==> config.mk <==
export PLATFORM = sky130hd
export DESIGN_NAME = wake_input
export DESIGN_NICKNAME = d
export VERILOG_FILES = /design/src/hw/wake_pkg.sv /design/src/hw/wake_sync.sv /design/src/hw/wake_filter.sv /design/src/hw/wake_input.sv
export SDC_FILE = /design/constraint.sdc
export NUM_CORES = 1
export LEC_CHECK = 0
export BUFFER_PORTS_ARGS = -buffer_cell sky130_fd_sc_hd__buf_2
export CAP_MARGIN = 30
export CELL_PAD_IN_SITES_DETAIL_PLACEMENT = 0
export CELL_PAD_IN_SITES_GLOBAL_PLACEMENT = 1
export CORE_ASPECT_RATIO = 0.9
export CORE_UTILIZATION = 40
export DETAILED_ROUTE_END_ITERATION = 12
export PLACE_DENSITY = 0.86
export SYNTH_ARGS = -nofsm -noshare
export SYNTH_HDL_FRONTEND = slang
export SYNTH_SLANG_ARGS = --single-unit
==> constraint.sdc <==
create_clock -name clock_in -period 2.6 [get_ports clock_in]
set_input_delay 0.39 -clock clock_in [delete_from_list [all_inputs] [get_ports clock_in]]
set_output_delay 0.39 -clock clock_in [all_outputs]
set_load 0.1 [all_outputs]
==> src/hw/wake_pkg.sv <==
// Package for the high-voltage wake input block: register map, fields, timing.
// Assumes a 20 MHz clock and a simple address/strobe register port.
package wake_pkg;

    // Register byte addresses.
    localparam logic [7:0] ADDR_WAKE_CONTROL   = 8'h00;
    localparam logic [7:0] ADDR_PULL_CONTROL   = 8'h04;
    localparam logic [7:0] ADDR_MODE_CONTROL   = 8'h08;
    localparam logic [7:0] ADDR_STATUS_FIRST   = 8'h0c;
    localparam logic [7:0] ADDR_STATUS_SECOND  = 8'h10;
    localparam logic [7:0] ADDR_LEVEL_STATUS   = 8'h14;
    localparam logic [7:0] ADDR_SLEEP_REQUEST  = 8'h18;
    localparam logic [7:0] ADDR_ERROR_STATUS   = 8'h1c;

    // Field positions.
    localparam int BIT_WAKE_EN        = 0;
    localparam int BIT_CYCLIC_SEL     = 1;
    localparam int BIT_MEASURE_EN     = 2;
    localparam int BIT_GP_AS_WAKE     = 3;
    localparam int BIT_OTHER_SOURCES  = 4;
    localparam int BIT_PIN_EVENT      = 0;
    localparam int BIT_GP_EVENT       = 0;
    localparam int BIT_LEVEL_PIN      = 0;
    localparam int BIT_LEVEL_GP       = 1;
    localparam int BIT_SPI_ERROR      = 0;
    localparam int BIT_SLEEP_GO       = 0;

    // Reset values.
    localparam logic [31:0] RESET_WAKE_CONTROL = 32'h0000_0001;
    localparam logic [1:0]  RESET_PULL_SELECT  = 2'h0;
    localparam logic [31:0] READ_ZERO          = 32'h0000_0000;

    // Pull select encoding.
    typedef enum logic [1:0] {
        PULL_NONE = 2'h0,
        PULL_DOWN = 2'h1,
        PULL_UP   = 2'h2,
        PULL_AUTO = 2'h3
    } pull_sel_t;

    // Power modes as presented by the mode controller.
    typedef enum logic [2:0] {
        PM_INIT     = 3'h0,
        PM_NORMAL   = 3'h1,
        PM_STOP     = 3'h2,
        PM_SLEEP    = 3'h3,
        PM_FAILSAFE = 3'h4,
        PM_RESTART  = 3'h5
    } power_mode_t;

    // Filter timing.
    localparam int CLOCK_HZ         = 20_000_000;
    localparam int FILTER_TIME_NS   = 16_000;
    localparam int FILTER_CYCLES    = (FILTER_TIME_NS * (CLOCK_HZ / 1_000_000) + 999) / 1000;
    localparam int FILTER_CNT_W     = 9;

    // Pull source drive pair.
    typedef struct packed {
        logic pull_up;
        logic pull_down;
    } pull_drive_t;

    // Outward wake signalling.
    typedef struct packed {
        logic interrupt;
        logic wake_up;
    } wake_signal_t;

endpackage

==> src/hw/wake_sync.sv <==
// Three-stage synchroniser with agreement on the last two stages.
// Assumes the input is asynchronous to clock_in.
`timescale 1ns/100ps
module wake_sync (
    // Clock and reset.
    input  wire logic clock_in,
    input  wire logic reset_in,
    // Data.
    input  wire logic async_in,
    output logic      level_out
);
    logic stage1_ff;
    logic stage2_ff;
    logic stage3_ff;
    logic level_ff;

    always_ff @(posedge clock_in) begin
        if (reset_in) begin
            stage1_ff <= 1'b0;
            stage2_ff <= 1'b0;
            stage3_ff <= 1'b0;
        end else begin
            stage1_ff <= async_in;
            stage2_ff <= stage1_ff;
            stage3_ff <= stage2_ff;
        end
    end

    // A change counts once the second and third stages agree.
    always_ff @(posedge clock_in) begin
        if (reset_in) begin
            level_ff <= 1'b0;
        end else if (stage2_ff == stage3_ff) begin
            level_ff <= stage3_ff;
        end
    end

    assign level_out = level_ff;
endmodule

==> src/hw/wake_filter.sv <==
// Deglitch filter: a level is accepted after it stays stable for the filter time.
// Assumes a synchronised input on the same clock.
`timescale 1ns/100ps
module wake_filter (
    // Clock and reset.
    input  wire logic clock_in,
    input  wire logic reset_in,
    // Data.
    input  wire logic enable_in,
    input  wire logic level_in,
    output logic      filtered_out,
    output logic      edge_out
);
    logic                                 last_ff;
    logic                                 filt_ff;
    logic                                 edge_ff;
    logic [wake_pkg::FILTER_CNT_W-1:0]    count_ff;

    localparam logic [wake_pkg::FILTER_CNT_W-1:0] LIMIT =
        wake_pkg::FILTER_CNT_W'(wake_pkg::FILTER_CYCLES - 1);

    // Every crossing restarts the count; acceptance needs a full stable interval.
    always_ff @(posedge clock_in) begin
        if (reset_in || !enable_in) begin
            last_ff  <= 1'b0;
            filt_ff  <= 1'b0;
            edge_ff  <= 1'b0;
            count_ff <= '0;
        end else begin
            last_ff <= level_in;
            edge_ff <= 1'b0;
            if (level_in != last_ff) begin
                count_ff <= '0;
            end else if (level_in != filt_ff) begin
                if (count_ff == LIMIT) begin
                    filt_ff  <= level_in;
                    edge_ff  <= 1'b1;
                    count_ff <= '0;
                end else begin
                    count_ff <= count_ff + 1'b1;
                end
            end else begin
                count_ff <= '0;
            end
        end
    end

    assign filtered_out = filt_ff;
    assign edge_out     = edge_ff;
endmodule

==> src/hw/wake_input.sv <==
// Function
// - Both pin edges produce a wake event
// - Interrupt in Normal/Stop, wake-up in Sleep/Fail-Safe
// - Software selects static or cyclic sensing
// - Static sensing evaluates the pin continuously
// - Cyclic sensing evaluates only during active window
// - Static sensing uses a 16 us filter
// - Crossing restarts filter; accept if stable throughout
// - Control bit enables pin wake capability
// - Accepted pin events latch in first status
// - Live level shown in Normal, Stop, Init
// - Cyclic sensing shows last sampled level
// - General pin as wake: filtered, second status
// - Pull select: none, down, up, automatic
// - Automatic: pull-up when high, pull-down when low
// - Cyclic: sample at end of switch on-time, event on change
// - Measurement disables fail output, general pin, wake
// - Measurement switches pulls off, blocks wake signal
// - Measurement ignores settings, writes still accepted
// - Measurement freezes first status, clears level bits
// - Sleep while measuring with only pin source: error, restart
// - Interrupt only if source enabled for wake
//
// Wake input logic with register port.
// Assumes outside power mode and switch timer inputs.
//
// The placing of the registers and the address-and-strobe port were chosen for this implementation.
`timescale 1ns/100ps
module wake_input (
    // Clock and reset.
    input  wire logic                    clock_in,
    input  wire logic                    reset_in,
    // Pins and system.
    input  wire logic                    wake_input_pin_in,
    input  wire logic                    fail_general_pin_in,
    input  wire logic                    high_side_switch_on_in,
    input  wire wake_pkg::power_mode_t   power_mode_in,
    // Register port.
    input  wire logic [7:0]              reg_addr_in,
    input  wire logic [31:0]             reg_wdata_in,
    input  wire logic                    reg_write_in,
    input  wire logic                    reg_read_in,
    output logic [31:0]                  reg_rdata_out,
    // Outputs.
    output wake_pkg::wake_signal_t       wake_signal_out,
    output wake_pkg::pull_drive_t        pull_drive_out,
    output logic                         fail_output_test_out,
    output logic                         general_pin_func_out,
    output logic                         restart_request_out,
    output logic                         sleep_accept_out
);
    ////////////////////////////////////////////////////////////////////////////////
    // Control registers.
    logic [31:0]        wake_control_reg_ff;
    logic [1:0]         pull_select_field_ff;
    logic               wake_pin_event_flag_ff;
    logic               gp_event_flag_ff;
    logic [1:0]         wake_level_status_ff;
    logic               spi_error_ff;
    logic [31:0]        rdata_ff;

    logic wake_en;
    logic cyclic_sel;
    logic hv_measure_enable;
    logic gp_as_wake;
    logic other_sources;

    assign wake_en           = wake_control_reg_ff[wake_pkg::BIT_WAKE_EN];
    assign cyclic_sel        = wake_control_reg_ff[wake_pkg::BIT_CYCLIC_SEL];
    assign hv_measure_enable = wake_control_reg_ff[wake_pkg::BIT_MEASURE_EN];
    assign gp_as_wake        = wake_control_reg_ff[wake_pkg::BIT_GP_AS_WAKE];
    assign other_sources     = wake_control_reg_ff[wake_pkg::BIT_OTHER_SOURCES];

    function automatic logic is_hit(input logic [7:0] addr, input logic [7:0] target);
        is_hit = (addr == target);
    endfunction

    logic wr_control;
    logic wr_pull;
    logic rd_status1;
    logic rd_status2;
    logic rd_error;
    logic wr_sleep;

    assign wr_control = reg_write_in && is_hit(reg_addr_in, wake_pkg::ADDR_WAKE_CONTROL);
    assign wr_pull    = reg_write_in && is_hit(reg_addr_in, wake_pkg::ADDR_PULL_CONTROL);
    assign wr_sleep   = reg_write_in && is_hit(reg_addr_in, wake_pkg::ADDR_SLEEP_REQUEST)
                        && reg_wdata_in[wake_pkg::BIT_SLEEP_GO];
    assign rd_status1 = reg_read_in && is_hit(reg_addr_in, wake_pkg::ADDR_STATUS_FIRST);
    assign rd_status2 = reg_read_in && is_hit(reg_addr_in, wake_pkg::ADDR_STATUS_SECOND);
    assign rd_error   = reg_read_in && is_hit(reg_addr_in, wake_pkg::ADDR_ERROR_STATUS);

    // Writes land even while measuring.
    always_ff @(posedge clock_in) begin
        if (reset_in) begin
            wake_control_reg_ff <= wake_pkg::RESET_WAKE_CONTROL;
        end else if (wr_control) begin
            wake_control_reg_ff <= reg_wdata_in;
        end
    end

    always_ff @(posedge clock_in) begin
        if (reset_in) begin
            pull_select_field_ff <= wake_pkg::RESET_PULL_SELECT;
        end else if (wr_pull) begin
            pull_select_field_ff <= reg_wdata_in[1:0];
        end
    end

    ////////////////////////////////////////////////////////////////////////////////
    // Input synchronisation and filtering.
    logic pin_sync;
    logic gp_sync;
    logic hs_on;
    logic pin_filt;
    logic pin_edge;
    logic gp_filt;
    logic gp_edge;
    logic static_active;
    logic gp_active;

    wake_sync u_sync_pin (
        .clock_in  (clock_in),
        .reset_in  (reset_in),
        .async_in  (wake_input_pin_in),
        .level_out (pin_sync)
    );

    wake_sync u_sync_gp (
        .clock_in  (clock_in),
        .reset_in  (reset_in),
        .async_in  (fail_general_pin_in),
        .level_out (gp_sync)
    );

    wake_sync u_sync_hs (
        .clock_in  (clock_in),
        .reset_in  (reset_in),
        .async_in  (high_side_switch_on_in),
        .level_out (hs_on)
    );

    // Measurement gates the wake path off.
    assign static_active = !hv_measure_enable && !cyclic_sel;
    assign gp_active     = !hv_measure_enable && gp_as_wake;

    wake_filter u_filter_pin (
        .clock_in     (clock_in),
        .reset_in     (reset_in),
        .enable_in    (static_active),
        .level_in     (pin_sync),
        .filtered_out (pin_filt),
        .edge_out     (pin_edge)
    );

    wake_filter u_filter_gp (
        .clock_in     (clock_in),
        .reset_in     (reset_in),
        .enable_in    (gp_active),
        .level_in     (gp_sync),
        .filtered_out (gp_filt),
        .edge_out     (gp_edge)
    );

    ////////////////////////////////////////////////////////////////////////////////
    // Cyclic sensing: sample at the end of each switch on-time.
    logic hs_on_d_ff;
    logic sampled_ff;
    logic sample_valid_ff;
    logic cyc_edge_ff;
    logic hs_end;

    assign hs_end = hs_on_d_ff && !hs_on;

    always_ff @(posedge clock_in) begin
        if (reset_in || hv_measure_enable || !cyclic_sel) begin
            hs_on_d_ff      <= 1'b0;
            sampled_ff      <= 1'b0;
            sample_valid_ff <= 1'b0;
            cyc_edge_ff     <= 1'b0;
        end else begin
            hs_on_d_ff  <= hs_on;
            cyc_edge_ff <= 1'b0;
            if (hs_end) begin
                sampled_ff      <= pin_sync;
                sample_valid_ff <= 1'b1;
                cyc_edge_ff     <= sample_valid_ff && (pin_sync != sampled_ff);
            end
        end
    end

    ////////////////////////////////////////////////////////////////////////////////
    // Event latching and level status.
    logic pin_event;
    logic gp_event;
    logic level_mode;

    assign pin_event  = (pin_edge || cyc_edge_ff) && wake_en && !hv_measure_enable;
    assign gp_event   = gp_edge;
    assign level_mode = (power_mode_in == wake_pkg::PM_NORMAL) ||
                        (power_mode_in == wake_pkg::PM_STOP) ||
                        (power_mode_in == wake_pkg::PM_INIT);

    // A set in the same cycle as a read-clear wins.
    always_ff @(posedge clock_in) begin
        if (reset_in) begin
            wake_pin_event_flag_ff <= 1'b0;
        end else if (pin_event) begin
            wake_pin_event_flag_ff <= 1'b1;
        end else if (rd_status1 && !hv_measure_enable) begin
            wake_pin_event_flag_ff <= 1'b0;
        end
    end

    always_ff @(posedge clock_in) begin
        if (reset_in) begin
            gp_event_flag_ff <= 1'b0;
        end else if (gp_event) begin
            gp_event_flag_ff <= 1'b1;
        end else if (rd_status2) begin
            gp_event_flag_ff <= 1'b0;
        end
    end

    always_ff @(posedge clock_in) begin
        if (reset_in || hv_measure_enable) begin
            wake_level_status_ff <= 2'h0;
        end else if (level_mode) begin
            wake_level_status_ff[wake_pkg::BIT_LEVEL_PIN] <=
                cyclic_sel ? sampled_ff : pin_sync;
            wake_level_status_ff[wake_pkg::BIT_LEVEL_GP]  <= gp_as_wake ? gp_filt : 1'b0;
        end
    end

    ////////////////////////////////////////////////////////////////////////////////
    // Signalling: interrupt or wake-up by power mode.
    logic any_event;
    logic int_mode;
    logic wake_mode;

    // Source enables already gate both events.
    assign any_event = pin_event || gp_event;
    assign int_mode  = (power_mode_in == wake_pkg::PM_NORMAL) ||
                       (power_mode_in == wake_pkg::PM_STOP);
    assign wake_mode = (power_mode_in == wake_pkg::PM_SLEEP) ||
                       (power_mode_in == wake_pkg::PM_FAILSAFE);

    always_ff @(posedge clock_in) begin
        if (reset_in) begin
            wake_signal_out <= '0;
        end else begin
            wake_signal_out.interrupt <= any_event && int_mode;
            wake_signal_out.wake_up   <= any_event && wake_mode;
        end
    end

    ////////////////////////////////////////////////////////////////////////////////
    // Pull source drive.
    always_ff @(posedge clock_in) begin
        if (reset_in || hv_measure_enable) begin
            pull_drive_out <= '0;
        end else begin
            case (wake_pkg::pull_sel_t'(pull_select_field_ff))
                wake_pkg::PULL_NONE: pull_drive_out <= '0;
                wake_pkg::PULL_DOWN: begin
                    pull_drive_out.pull_up   <= 1'b0;
                    pull_drive_out.pull_down <= 1'b1;
                end
                wake_pkg::PULL_UP: begin
                    pull_drive_out.pull_up   <= 1'b1;
                    pull_drive_out.pull_down <= 1'b0;
                end
                wake_pkg::PULL_AUTO: begin
                    pull_drive_out.pull_up   <= pin_sync;
                    pull_drive_out.pull_down <= !pin_sync;
                end
                default: pull_drive_out <= '0;
            endcase
        end
    end

    ////////////////////////////////////////////////////////////////////////////////
    // Measurement gating of the general pin functions.
    always_ff @(posedge clock_in) begin
        if (reset_in) begin
            fail_output_test_out <= 1'b0;
            general_pin_func_out <= 1'b0;
        end else begin
            fail_output_test_out <= !hv_measure_enable;
            general_pin_func_out <= !hv_measure_enable;
        end
    end

    ////////////////////////////////////////////////////////////////////////////////
    // Sleep request check.
    logic only_pin_source;

    assign only_pin_source = wake_en && !other_sources && !(gp_as_wake && !hv_measure_enable);

    always_ff @(posedge clock_in) begin
        if (reset_in) begin
            spi_error_ff        <= 1'b0;
            restart_request_out <= 1'b0;
            sleep_accept_out    <= 1'b0;
        end else begin
            restart_request_out <= 1'b0;
            sleep_accept_out    <= 1'b0;
            if (wr_sleep && hv_measure_enable && only_pin_source) begin
                spi_error_ff        <= 1'b1;
                restart_request_out <= 1'b1;
            end else begin
                if (wr_sleep) begin
                    sleep_accept_out <= 1'b1;
                end
                if (rd_error) begin
                    spi_error_ff <= 1'b0;
                end
            end
        end
    end

    ////////////////////////////////////////////////////////////////////////////////
    // Read data, valid in the cycle after the read strobe.
    always_ff @(posedge clock_in) begin
        if (reset_in) begin
            rdata_ff <= wake_pkg::READ_ZERO;
        end else if (reg_read_in) begin
            rdata_ff <= wake_pkg::READ_ZERO;
            case (reg_addr_in)
                wake_pkg::ADDR_WAKE_CONTROL:  rdata_ff <= wake_control_reg_ff;
                wake_pkg::ADDR_PULL_CONTROL:  rdata_ff[1:0] <= pull_select_field_ff;
                wake_pkg::ADDR_MODE_CONTROL:  rdata_ff[2:0] <= power_mode_in;
                wake_pkg::ADDR_STATUS_FIRST:
                    rdata_ff[wake_pkg::BIT_PIN_EVENT] <= wake_pin_event_flag_ff;
                wake_pkg::ADDR_STATUS_SECOND:
                    rdata_ff[wake_pkg::BIT_GP_EVENT] <= gp_event_flag_ff;
                wake_pkg::ADDR_LEVEL_STATUS:  rdata_ff[1:0] <= wake_level_status_ff;
                wake_pkg::ADDR_ERROR_STATUS:
                    rdata_ff[wake_pkg::BIT_SPI_ERROR] <= spi_error_ff;
                default:                      rdata_ff <= wake_pkg::READ_ZERO;
            endcase
        end else begin
            rdata_ff <= wake_pkg::READ_ZERO;
        end
    end

    assign reg_rdata_out = rdata_ff;
endmodule

==> summary.md, run 1 <==
| Metric | Value |
|---|---|
| Die Span X | `114 µm` |
| Switch share | `0.227` |
| Die area | `11600 µm²` |
| Worst vdd ir | `0.549 mV` |
| Tot Pwr | `4.20 mW` |
| Critical Setup Path Class | `reg -> reg` |
| First-pass GRT wire length | `16.6 mm` |
| I/O Buffers | `89` |
| Clock Path Buffers | `2` |
| Seq cells post-synth | `118` |
| Area of the multi-input gates | `1960 µm²` |
| Slew Viols, Final | `0` |
| Gpl congestion | `0.806` |
| TritonRoute pass-1 iters | `4` |
| Crit. Startpoint | `u_filter_pin.count_ff[6]` |
| Post-synth EDFFs | `0` |
| Syn nets | `513` |
| Number of global-route vias before repair | `3406` |
| Data arrival, critical path | `1.97 ns` |
| Sequential share of power | `0.434` |
| N_diodes | `0` |
| # rows | `36` |
| HPWL after DPL | `7.09 mm` |
| Most common cell after layout, fill and taps aside | `dfxtp_1` |
| Comb pwr share | `0.038` |
| Yosys warns | `0` |
| Initial core utilization | `0.413` |
| Final min period | `1.63 ns` |
| P&R area growth vs syn | `25.7%` |
| RSZ-0062 raised after global routing | `false` |
| PwrDens | `744 nW/µm²` |
| Worst Setup EP | `u_filter_pin.edge_out` |
| Crit. End Element | `register` |
| R2R Path End | `u_filter_pin.edge_out` |
| Worst Max-Slew Pin Slew | `0.755 ns` |
| Max Cap Viol | `0` |
| Root Buffer | `clkbuf_16` |
| Clk slew on worst S/H paths | `0.06 ns` |
| R2R Setup Slk | `0.97 ns` |
| Asr flop ratio synth | `0` |
| Layout fillers | `943` |
| Crit Path Max Fanout | `6` |
| Reg-to-reg startpoint | `u_filter_pin.count_ff[6]` |
| Final TNS setup | `0 ns` |
| Net Switching | `0.955 mW` |
| Final Skew | `0.0107 ns` |
| # Post-CTS Setup Buffers | `0` |
| IO Pins | `90` |
| Worst EP required | `2.94 ns` |
| Design area | `5640 µm²` |
| Final nets | `597` |
| Clk_lat worst skew | `0.40 ns` |
| Pin count of the biggest net entering global routing | `40` |
| H-tree lvl count | `4` |
| Fin util | `0.520` |
| TritonCTS clock tree | `done` |
| Clock power share | `0.529` |
| Synth cell types | `51` |
| Most frequent cells in the layout | `118 x dfxtp_1, 89 x buf_2, 38 x a21oi_1, 35 x o31ai_1, 33 x nand4_1` |
| Hold path start | `high_side_switch_on_in` |
| Remaining Overflow, GRT | `0` |
| CTS Buf Count | `17` |
| Fmax | `612 MHz` |
| Status | `finished, final reports clean` |
| Mean Syn Cell Area | `9.74 µm²` |
| Die height | `102 µm` |
| Via count | `3736` |
| Synth Instances | `461` |
| Drt initial violations | `247` |
| FF-to-FF path depth | `3` |
| ANT nets after route | `0` |
| Share of cells above drive strength 1 | `0.260` |
| Initial antenna violation count | `0` |
| Final Hold Viols | `0` |
| Placed instance area | `5070 µm²` |
| Final setup viols | `0` |
| Max transition margin | `0.495` |
| Leakage | `2.13 nW` |
| Synth Flop Type | `dfxtp_1` |
| DRC Markers | `0` |
| Post-cts sizing count | `0` |
| Post-Syn Area | `4490 µm²` |
| Worst Setup Start Kind | `register` |
| Worst hold path type | `in -> reg` |
| Crit share post-route | `0.628` |
| DR WL/cell | `14.5 µm` |
| Core ar. | `10900 µm²` |
| Reg area | `2360 µm²` |
| Hold buffers post-CTS | `0` |
| Post-Route WL | `10.3 mm` |
| Post-synthesis sequential area ratio | `0.526` |
| DR vias/cell | `5.26` |
| Gr usage total | `0.185` |
| CTS Sinks | `118` |
| Cell Int Power | `3.24 mW` |
## how the worst min path moves through the flow
stage,cells past startpoint,endpoint,slack [ns]
detailed placement,1,u_sync_pin.stage2_ff,0.42
CTS,2,u_sync_pin.stage1_ff,0.18
global route,2,u_sync_gp.stage1_ff,0.19
global placement,1,u_sync_pin.stage2_ff,0.42
floorplan,1,u_sync_gp.stage2_ff,0.41
finish,2,u_sync_hs.stage1_ff,0.20
## metrics by stage
stage / hold slack [ns] / std cells / worst slack, ns
finish: 0.202 / 710 / 0.967
global route: 0.192 / 710 / 0.784
CTS: 0.184 / 710 / 0.953
detailed placement: 0.422 / 678 / 0.610
global placement: 0.417 / 678 / 0.675
floorplan: 0.414 / 461 / 0.825
## registers in the layout, summed over array words and instances (netlist names), 2 cells and up
name	count
u_filter_gp.count_ff	9
wake_level_status_ff	2
wake_control_reg_ff	32
pull_select_field_ff	2
reg_rdata_out	32
u_filter_pin.count_ff	9
pull_drive_out	2
wake_signal_out	2
## Yosys cell counts, types with 3 or more instances
cell type / instances / area, µm²
nand3b_1: 3 / 22.5
or3_1: 6 / 37.5
or4_1: 7 / 52.6
o31ai_1: 35 / 263
and2_1: 30 / 188
a211oi_1: 4 / 30.0
xnor2_1: 3 / 26.3
o311ai_0: 3 / 26.3
nor4_1: 3 / 18.8
a21oi_1: 38 / 190
o21ai_0: 14 / 70.1
or3b_2: 3 / 26.3
inv_1: 6 / 22.5
nor2b_1: 16 / 100
nor3_1: 7 / 35.0
nand2_1: 16 / 60.1
a31oi_1: 5 / 31.3
clkbuf_1: 30 / 113
and3_1: 4 / 25.0
nand3_1: 9 / 45.0
nand4_1: 33 / 206
mux2i_1: 5 / 50.1
o41ai_1: 3 / 26.3
xor2_1: 5 / 43.8
nor2_1: 15 / 56.3
nand2b_1: 5 / 31.3
nor3b_1: 5 / 37.5
dfxtp_1: 118 / 2360
## power by group through the flow
| stage | combinational [mW] | clock [mW] | sequential (mW) |
|---|---|---|---|
| after detailed placement | 0.156 | 0 | 1.86 |
| after global routing | 0.171 | 2.34 | 1.82 |
| after floorplan | 0.0820 | 0 | 1.87 |
| after CTS | 0.157 | 2.26 | 1.82 |
| after global placement | 0.152 | 0 | 1.86 |
| final | 0.158 | 2.22 | 1.82 |
## critical path: stages (launching register included)
cell     delay [ns]
dfxtp_1        0.35
or3b_2         0.51
nor3_1         0.51
nor2b_1        0.20
## cell families (layout without fill, tap and decap cells)
kind of cell / count (synthesis) / in the layout / synth area share
multiplexers: 7 / 7 / 0.0187
buffers and inverters: 41 / 138 / 0.0390
AND/OR/NAND/NOR: 173 / 173 / 0.235
XOR/XNOR: 8 / 8 / 0.0156
AO/OA/AOI/OAI: 112 / 112 / 0.160
flip-flops: 118 / 118 / 0.526
adder cells (fa/ha/maj): 2 / 2 / 0.00557
## final cells by class
type                            count  area share
Inverter                            6     0.00399
Timing Repair Buffer              100      0.0936
Clock inverter                     13      0.0217
Clock buffer                       19      0.0803
Sequential cell                   118       0.419
Tap cell                          152      0.0337
Multi-Input combinational cell    302       0.348
## metal layers
layer  up-vias  global-route usage  routed length, µm
met5         -                   0                  0
met4         0              0.0870                132
met3        10              0.0470                552
met2       115               0.294               4780
met1      1736               0.237               4860
li1       1875                   -                  -
(Power assumes the default switching activity.)
==> run 2, diff against run 1 <==
--- a/config.mk
+++ b/config.mk
@@ -5,14 +5,15 @@
 export SDC_FILE = /design/constraint.sdc
 export NUM_CORES = 1
 export LEC_CHECK = 0
+export ABC_AREA = 1
 export BUFFER_PORTS_ARGS = -buffer_cell sky130_fd_sc_hd__buf_2
 export CAP_MARGIN = 30
 export CELL_PAD_IN_SITES_DETAIL_PLACEMENT = 0
 export CELL_PAD_IN_SITES_GLOBAL_PLACEMENT = 1
 export CORE_ASPECT_RATIO = 0.9
-export CORE_UTILIZATION = 40
+export CORE_UTILIZATION = 36
 export DETAILED_ROUTE_END_ITERATION = 12
-export PLACE_DENSITY = 0.86
+export PLACE_DENSITY = 0.85
 export SYNTH_ARGS = -nofsm -noshare
 export SYNTH_HDL_FRONTEND = slang
 export SYNTH_SLANG_ARGS = --single-unit
==> constraint.sdc (replaced) <==
create_clock -name clock_in -period 1.4 [get_ports clock_in]
set_input_delay 0.21 -clock clock_in [delete_from_list [all_inputs] [get_ports clock_in]]
set_output_delay 0.21 -clock clock_in [all_outputs]
set_load 0.1 [all_outputs]
==> summary.md, run 2 <==
| Metric | Value |
|---|---|
| Status | `finished, final reports clean` |
| Die height | `105 µm (+2.3%)` |
| # rows | `37 (+2.8%)` |
| Seq cells post-synth | `118 (unchanged)` |
| Most frequent cells in the layout | `115 x dfxtp_1, 88 x nor2_1, 87 x buf_2, 79 x inv_1, 49 x nand2_1` |
| Net Switching | `1.72 mW (+80%)` |
| Critical Setup Path Class | `reg -> out` |
| Gpl congestion | `0.833 (+3.4%)` |
| CP top delay family | `buffers and inverters` |
| CTS Sinks | `118 (unchanged)` |
| Worst EP required | `1.19 ns (-1.75 ns)` |
| Drt initial violations | `193 (-22%)` |
| Final nets | `663 (+11%)` |
| Clk slew on worst S/H paths | `0.05 ns (about the same)` |
| DRC Markers | `0 (unchanged)` |
| DR vias/cell | `4.35 (-17%)` |
| CTS Buf Count | `17 (unchanged)` |
| Mean Syn Cell Area | `8.39 µm² (-14%)` |
| I/O Buffers | `89 (unchanged)` |
| Top routing layer in use | `met4` |
| Clk_lat worst skew | `0.40 ns (about the same)` |
| Cell Int Power | `6.26 mW (+93%)` |
| Asr flop ratio synth | `0 (unchanged)` |
| Die Span X | `116 µm (+2.3%)` |
| Final setup viols | `0 (unchanged)` |
| Worst Max-Slew Pin Slew | `0.500 ns (-0.254 ns)` |
| Synth cell types | `31 (-39%)` |
| Switch share | `0.216 (-0.0116)` |
| Root Buffer | `clkbuf_16` |
| Yosys warns | `0 (unchanged)` |
| Most frequent cell after synthesis | `dfxtp_1` |
| Post-synthesis sequential area ratio | `0.559 (+0.0322)` |
| PwrDens | `1440 nW/µm² (+93%)` |
| Cell accounting for the most synthesized area | `dfxtp_1` |
| Synth top area share | `0.559 (+0.0322)` |
| Final min period | `1.36 ns` |
| Share of cells above drive strength 1 | `0.263 (+0.00296)` |
| Number of global-route vias before repair | `3220 (-5.5%)` |
| HPWL after DPL | `6.13 mm (-14%)` |
| Final TNS setup | `0 ns (unchanged)` |
| Placed instance area | `4870 µm² (-3.8%)` |
| Gr usage total | `0.156 (-0.0289)` |
| Post-Route WL | `8.72 mm (-16%)` |
| Slew Viols, Final | `0 (unchanged)` |
| Data arrival, critical path | `1.15 ns (-0.82 ns)` |
| Worst Setup Start Kind | `register` |
| H-tree lvl count | `4 (unchanged)` |
| IO Pins | `90 (unchanged)` |
| Max transition margin | `0.669 (+0.174)` |
| Initial antenna violation count | `1 (+1)` |
| Critical-path cell list | `buf_2` |
| Die area | `12200 µm² (+4.6%)` |
| Crit Path Max Fanout | `1 (-5)` |
| RSZ-0062 raised after global routing | `false` |
| Design area | `5560 µm² (-1.5%)` |
| First-pass GRT wire length | `14.6 mm (-12%)` |
| Cells on Worst Hold Path | `3 (+1)` |
| Sequential share of power | `0.424 (-0.010)` |
| Worst hold path type | `in -> reg` |
| Leakage | `2.35 nW (+10%)` |
| Post-Syn Area | `4230 µm² (-5.8%)` |
| Remaining Overflow, GRT | `0 (unchanged)` |
| Comb pwr share | `0.031 (-0.007)` |
| Final Hold Viols | `0 (unchanged)` |
| Met3 Routed Length | `426 µm (-23%)` |
| Clock power share | `0.545 (+0.016)` |
| TritonRoute pass-1 iters | `4 (unchanged)` |
| FF-to-FF path depth | `8 (+5)` |
| Tot Pwr | `7.98 mW (+90%)` |
| Crit. End Element | `primary output` |
| P&R area growth vs syn | `31.4%` |
| Worst vdd ir | `0.805 mV (+47%)` |
| ANT nets after route | `0 (unchanged)` |
| DR WL/cell | `11.2 µm (-23%)` |
| Most common cell after layout, fill and taps aside | `dfxtp_1` |
| Top cells by count, synth | `118 x dfxtp_1, 91 x nor2_1, 79 x inv_1` |
| Top post-synthesis cells by area | `dfxtp_1 56%, nor2_1 8.1%, inv_1 7.0%` |
| # Post-CTS Setup Buffers | `0 (unchanged)` |
| PnR worst setup slack | `0.0395 ns (-0.927 ns)` |
| Clock Path Buffers | `2 (unchanged)` |
| Core ar. | `11400 µm² (+5.3%)` |
| Syn nets | `556 (+8.4%)` |
| Met1 wire length | `4.18 mm (-14%)` |
| TritonCTS clock tree | `done` |
| Critical Path Stages | `1 (-2)` |
| Synth Instances | `504 (+9.3%)` |
| Via count | `3401 (-9.0%)` |
| Final hold slack | `0.0742 ns (-0.127 ns)` |
| Initial core utilization | `0.370 (-0.0436)` |
| Bufs and invs on worst path | `1 (+1)` |
| Fmax | `735 MHz` |
| Metal2 WL | `4.01 mm (-16%)` |
| Max incr delay on CP | `0.43 ns (-0.08 ns)` |
| Pin count of the biggest net entering global routing | `45 (+13%)` |
| Crit share post-route | `0.972` |
| Synth Flop Type | `dfxtp_1` |
| Post-synth EDFFs | `0 (unchanged)` |
| CP max stage cell | `buf_2` |
| Max Cap Viol | `0 (unchanged)` |
| Final Skew | `0.00635 ns (-0.00440 ns)` |
| Worst slack, placed | `0.0426 ns (-0.568 ns)` |
run 2: cell types whose count changed in the layout (fill, tap and decap cells not counted), moves of 16 or more:
cell     change
and2_1      -30
nand4_1     -29
nor2b_1     -16
inv_1       +73
nand2_1     +33
o31ai_1     -35
nor2_1      +74
o21ai_1     +20
run 2: layout make-up:
cell class	count	area, µm²
well taps	156	195
repair buffers	103	601
multi-input cells	290	1480
fillers	1100	5880
diodes	1	2.50
inverters	81	304
clock inverters	12	144
flip-flops and latches	118	2370
clock buffers	20	467
run 2: cell families (layout without fill, tap and decap cells):
| logic type | Yosys count | count (layout) | synth area share |
|---|---|---|---|
| and+or+nand+nor | 187 | 187 | 0.194 |
| DFF | 118 | 118 | 0.559 |
| buffers and inverters | 96 | 216 | 0.0997 |
| AOI/OAI and AO/OA | 91 | 91 | 0.121 |
| xor gates and xnor gates | 10 | 10 | 0.0207 |
| adders and majority gates | 2 | 2 | 0.00592 |
| other | 0 | 1 | 0 |
run 2: worst register-to-register path, delay by kind of cell (launching register included):
kind          cells  cell delay, ns
fa+ha+maj         1            0.18
buf+inv           1            0.07
flops             1            0.34
simple gates      6            0.55
run 2: per-stage QoR:
step                      std cells   util
after floorplan                 504      -
after global placement          745  0.426
after detailed placement        745  0.426
after CTS                       780  0.482
after global routing            780  0.486
final                           781  0.486
run 2: worst paths after layout:
path                                                  to                startpoint  slack, ns
worst max-delay path                    reg_rdata_out[4]          reg_rdata_out[4]       0.04
worst max register to register  u_filter_pin.count_ff[5]  u_filter_pin.count_ff[0]       0.14
worst min register to register      u_sync_pin.stage2_ff      u_sync_pin.stage1_ff       0.40
worst min-delay path             wake_control_reg_ff[19]          reg_wdata_in[19]       0.07
run 2: metal layers:
layer | GRT usage | vias to the layer above
met5 | 0 | -
met1 | 0.194 | 1519
met4 | 0.0705 | 0
li1 | - | 1801
met3 | 0.0510 | 11
met2 | 0.242 | 70
run 2: repair_timing:
item                       4_1_cts  5_1_grt
resized for setup                0       14
hold endpoints to repair         3        0
hold buffers                     3        0
setup endpoints to repair        0       23
run 2: power groups by stage:
stage          combinational (mW)  clock (mW)  sequential, mW
2_1_floorplan               0.114           0            3.47
3_3_place_gp                0.238           0            3.45
3_5_place_dp                0.239           0            3.45
4_1_cts                     0.248        4.45            3.38
5_1_grt                     0.274        4.62            3.38
6_report                    0.248        4.35            3.38
==> run 3, diff against run 2 <==
--- a/config.mk
+++ b/config.mk
@@ -13,7 +13,7 @@
 export CORE_ASPECT_RATIO = 0.9
 export CORE_UTILIZATION = 36
 export DETAILED_ROUTE_END_ITERATION = 12
-export PLACE_DENSITY = 0.85
+export PLACE_DENSITY_LB_ADDON = 0.1
 export SYNTH_ARGS = -nofsm -noshare
 export SYNTH_HDL_FRONTEND = slang
 export SYNTH_SLANG_ARGS = --single-unit
==> summary.md, run 3 (synthesis results as in run 2) <==
| Metric | Value |
|---|---|
| Status | `finished, final reports clean` |
| H-tree lvl count | `4 (unchanged)` |
| Post-Route WL | `8.93 mm (+2.4%)` |
| Bufs and invs on worst path | `1 (unchanged)` |
| Data arrival, critical path | `1.14 ns (about the same)` |
| Pin count of the biggest net entering global routing | `35 (-22%)` |
| Final hold slack | `0.0739 ns (-0.000315 ns)` |
| I/O Buffers | `89 (unchanged)` |
| Net Switching | `1.66 mW (-3.4%)` |
| Remaining Overflow, GRT | `0 (unchanged)` |
| Core ar. | `11400 µm² (unchanged)` |
| Critical-path cell list | `buf_2` |
| ANT nets after route | `0 (unchanged)` |
| Area of the multi-input gates | `1480 µm² (-0.17%)` |
| Clock power share | `0.561 (+0.016)` |
| Placed instance area | `4900 µm² (+0.46%)` |
| Max incr delay on CP | `0.42 ns (about the same)` |
| Gpl congestion | `0.807 (-3.1%)` |
| # Post-CTS Setup Buffers | `0 (unchanged)` |
| Crit share post-route | `0.967 (-0.00496)` |
| HPWL after DPL | `6.44 mm (+5.1%)` |
| Worst EP required | `1.19 ns (about the same)` |
| Final setup viols | `0 (unchanged)` |
| Most frequent cells in the layout | `117 x dfxtp_1, 88 x nor2_1, 87 x buf_2, 79 x inv_1, 49 x nand2_1` |
| TritonRoute pass-1 iters | `4 (unchanged)` |
| Clock Path Buffers | `2 (unchanged)` |
| Final Skew | `0.00805 ns (+0.00170 ns)` |
| Share of cells above drive strength 1 | `0.260 (-0.00285)` |
| Cell Int Power | `6.60 mW (+5.4%)` |
| Die area | `12200 µm² (unchanged)` |
| Layout fillers | `1134 (+3.1%)` |
| Die Span X | `116 µm (unchanged)` |
| P&R area growth vs syn | `32.6%` |
| Die height | `105 µm (unchanged)` |
| Drt initial violations | `164 (-15%)` |
| Worst Max-Slew Pin Slew | `0.502 ns (+0.00187 ns)` |
| First-pass GRT wire length | `15.2 mm (+4.1%)` |
| Max transition margin | `0.667 (-0.00124)` |
| Metal2 WL | `3.94 mm (-1.7%)` |
| TritonCTS clock tree | `done` |
| Fmax | `739 MHz (+0.51%)` |
| Slew Viols, Final | `0 (unchanged)` |
| Via count | `3385 (-0.47%)` |
| Final nets | `666 (+0.45%)` |
| Reg area | `2360 µm² (-0.11%)` |
| Initial antenna violation count | `1 (unchanged)` |
| Worst Setup Start Kind | `register` |
| Clk_lat worst skew | `0.40 ns (about the same)` |
| Gr usage total | `0.162 (+0.00573)` |
| Met1 wire length | `4.47 mm (+6.9%)` |
| Initial core utilization | `0.370 (unchanged)` |
| Critical Setup Path Class | `reg -> out` |
| Worst hold path type | `in -> reg` |
| Comb pwr share | `0.030 (about the same)` |
| Switch share | `0.201 (-0.0145)` |
| PwrDens | `1470 nW/µm² (+2.6%)` |
| CP top delay family | `buffers and inverters` |
| CTS Sinks | `118 (unchanged)` |
| Final min period | `1.35 ns (-0.00695 ns)` |
| Number of global-route vias before repair | `3252 (+0.99%)` |
| Design area | `5610 µm² (+0.90%)` |
| DR vias/cell | `4.32 (-0.85%)` |
| Fin util | `0.490 (+0.00438)` |
| CP max stage cell | `buf_2` |
| Final Hold Viols | `0 (unchanged)` |
| Sequential share of power | `0.410 (-0.014)` |
| R2R Setup Slk | `0.14 ns (about the same)` |
| Most common cell after layout, fill and taps aside | `dfxtp_1` |
| Max Cap Viol | `0 (unchanged)` |
| Crit Path Max Fanout | `1 (unchanged)` |
| # rows | `37 (unchanged)` |
| Clk slew on worst S/H paths | `0.06 ns (about the same)` |
| Root Buffer | `clkbuf_16` |
| Top routing layer in use | `met4` |
| Leakage | `2.38 nW (+1.2%)` |
| CTS Buf Count | `17 (unchanged)` |
| Worst vdd ir | `0.951 mV (+18%)` |
| RSZ-0062 raised after global routing | `true` |
| DRC Markers | `0 (unchanged)` |
| IO Pins | `90 (unchanged)` |
| Met3 Routed Length | `439 µm (+3.1%)` |
| DR WL/cell | `11.4 µm (+2.1%)` |
| Crit. End Element | `primary output` |
run 3: cell count changes in the layout (fill, tap and decap cells not counted), sizes merged:
cell      before  now
clkinv         5    3
inv           83   81
buf           98  101
clkbuf        22   23
bufinv         2    4
clkinvlp       3    4
run 3: tightest hold or removal path: cells and delay by family:
| kind | cells | cell delay (ns) |
|---|---|---|
| buffers and inverters | 1 | 0.09 |
| AOI/OAI and AO/OA | 2 | 0.14 |
run 3: layer usage:
layer | vias to the layer above | global-route usage
li1 | 1812 | -
met4 | 0 | 0.0687
met5 | - | 0
met2 | 68 | 0.237
met1 | 1499 | 0.216
met3 | 6 | 0.0516
run 3: final timing paths:
check | startpoint | to | cells after the start
worst max register to register | u_filter_gp.count_ff[0] | u_filter_gp.count_ff[8] | 5
worst min-delay path | reg_wdata_in[25] | wake_control_reg_ff[25] | 3
worst max-delay path | reg_rdata_out[24] | reg_rdata_out[24] | 1
worst min register to register | u_sync_pin.stage1_ff | u_sync_pin.stage2_ff | 2
run 3: final cells by class:
| class | count | area share |
|---|---|---|
| clock inverter | 11 | 0.0308 |
| sequential | 118 | 0.422 |
| clock buffer | 21 | 0.0839 |
| multi-input combinational | 290 | 0.263 |
| inverter | 81 | 0.0542 |
| antenna | 1 | 0.000446 |
| timing repair buffer | 106 | 0.111 |
| tap | 156 | 0.0348 |
run 3: through the flow:
step	power (mW)	worst slack [ns]	TNS, ns	cells
finish	8.26	0.0465	0	784
global route	8.56	-0.0225	-0.0408	783
CTS	8.38	0.0161	0	783
detailed placement	3.70	0.0489	0	748
global placement	3.70	0.0761	0	748
floorplan	3.58	0.168	0	504
run 3: power by group through the flow:
| stage | registers (mW) | clock network [mW] | logic (mW) |
|---|---|---|---|
| floorplan | 3.47 | 0 | 0.114 |
| global placement | 3.45 | 0 | 0.242 |
| detailed placement | 3.46 | 0 | 0.240 |
| CTS | 3.38 | 4.75 | 0.248 |
| global route | 3.38 | 4.91 | 0.273 |
| finish | 3.38 | 4.63 | 0.245 |
run 3: what timing repair did:
item,CTS,global route
setup endpoints to repair,0,22
gates resized for setup,0,11
hold buffers,3,0
hold endpoints to repair,3,0
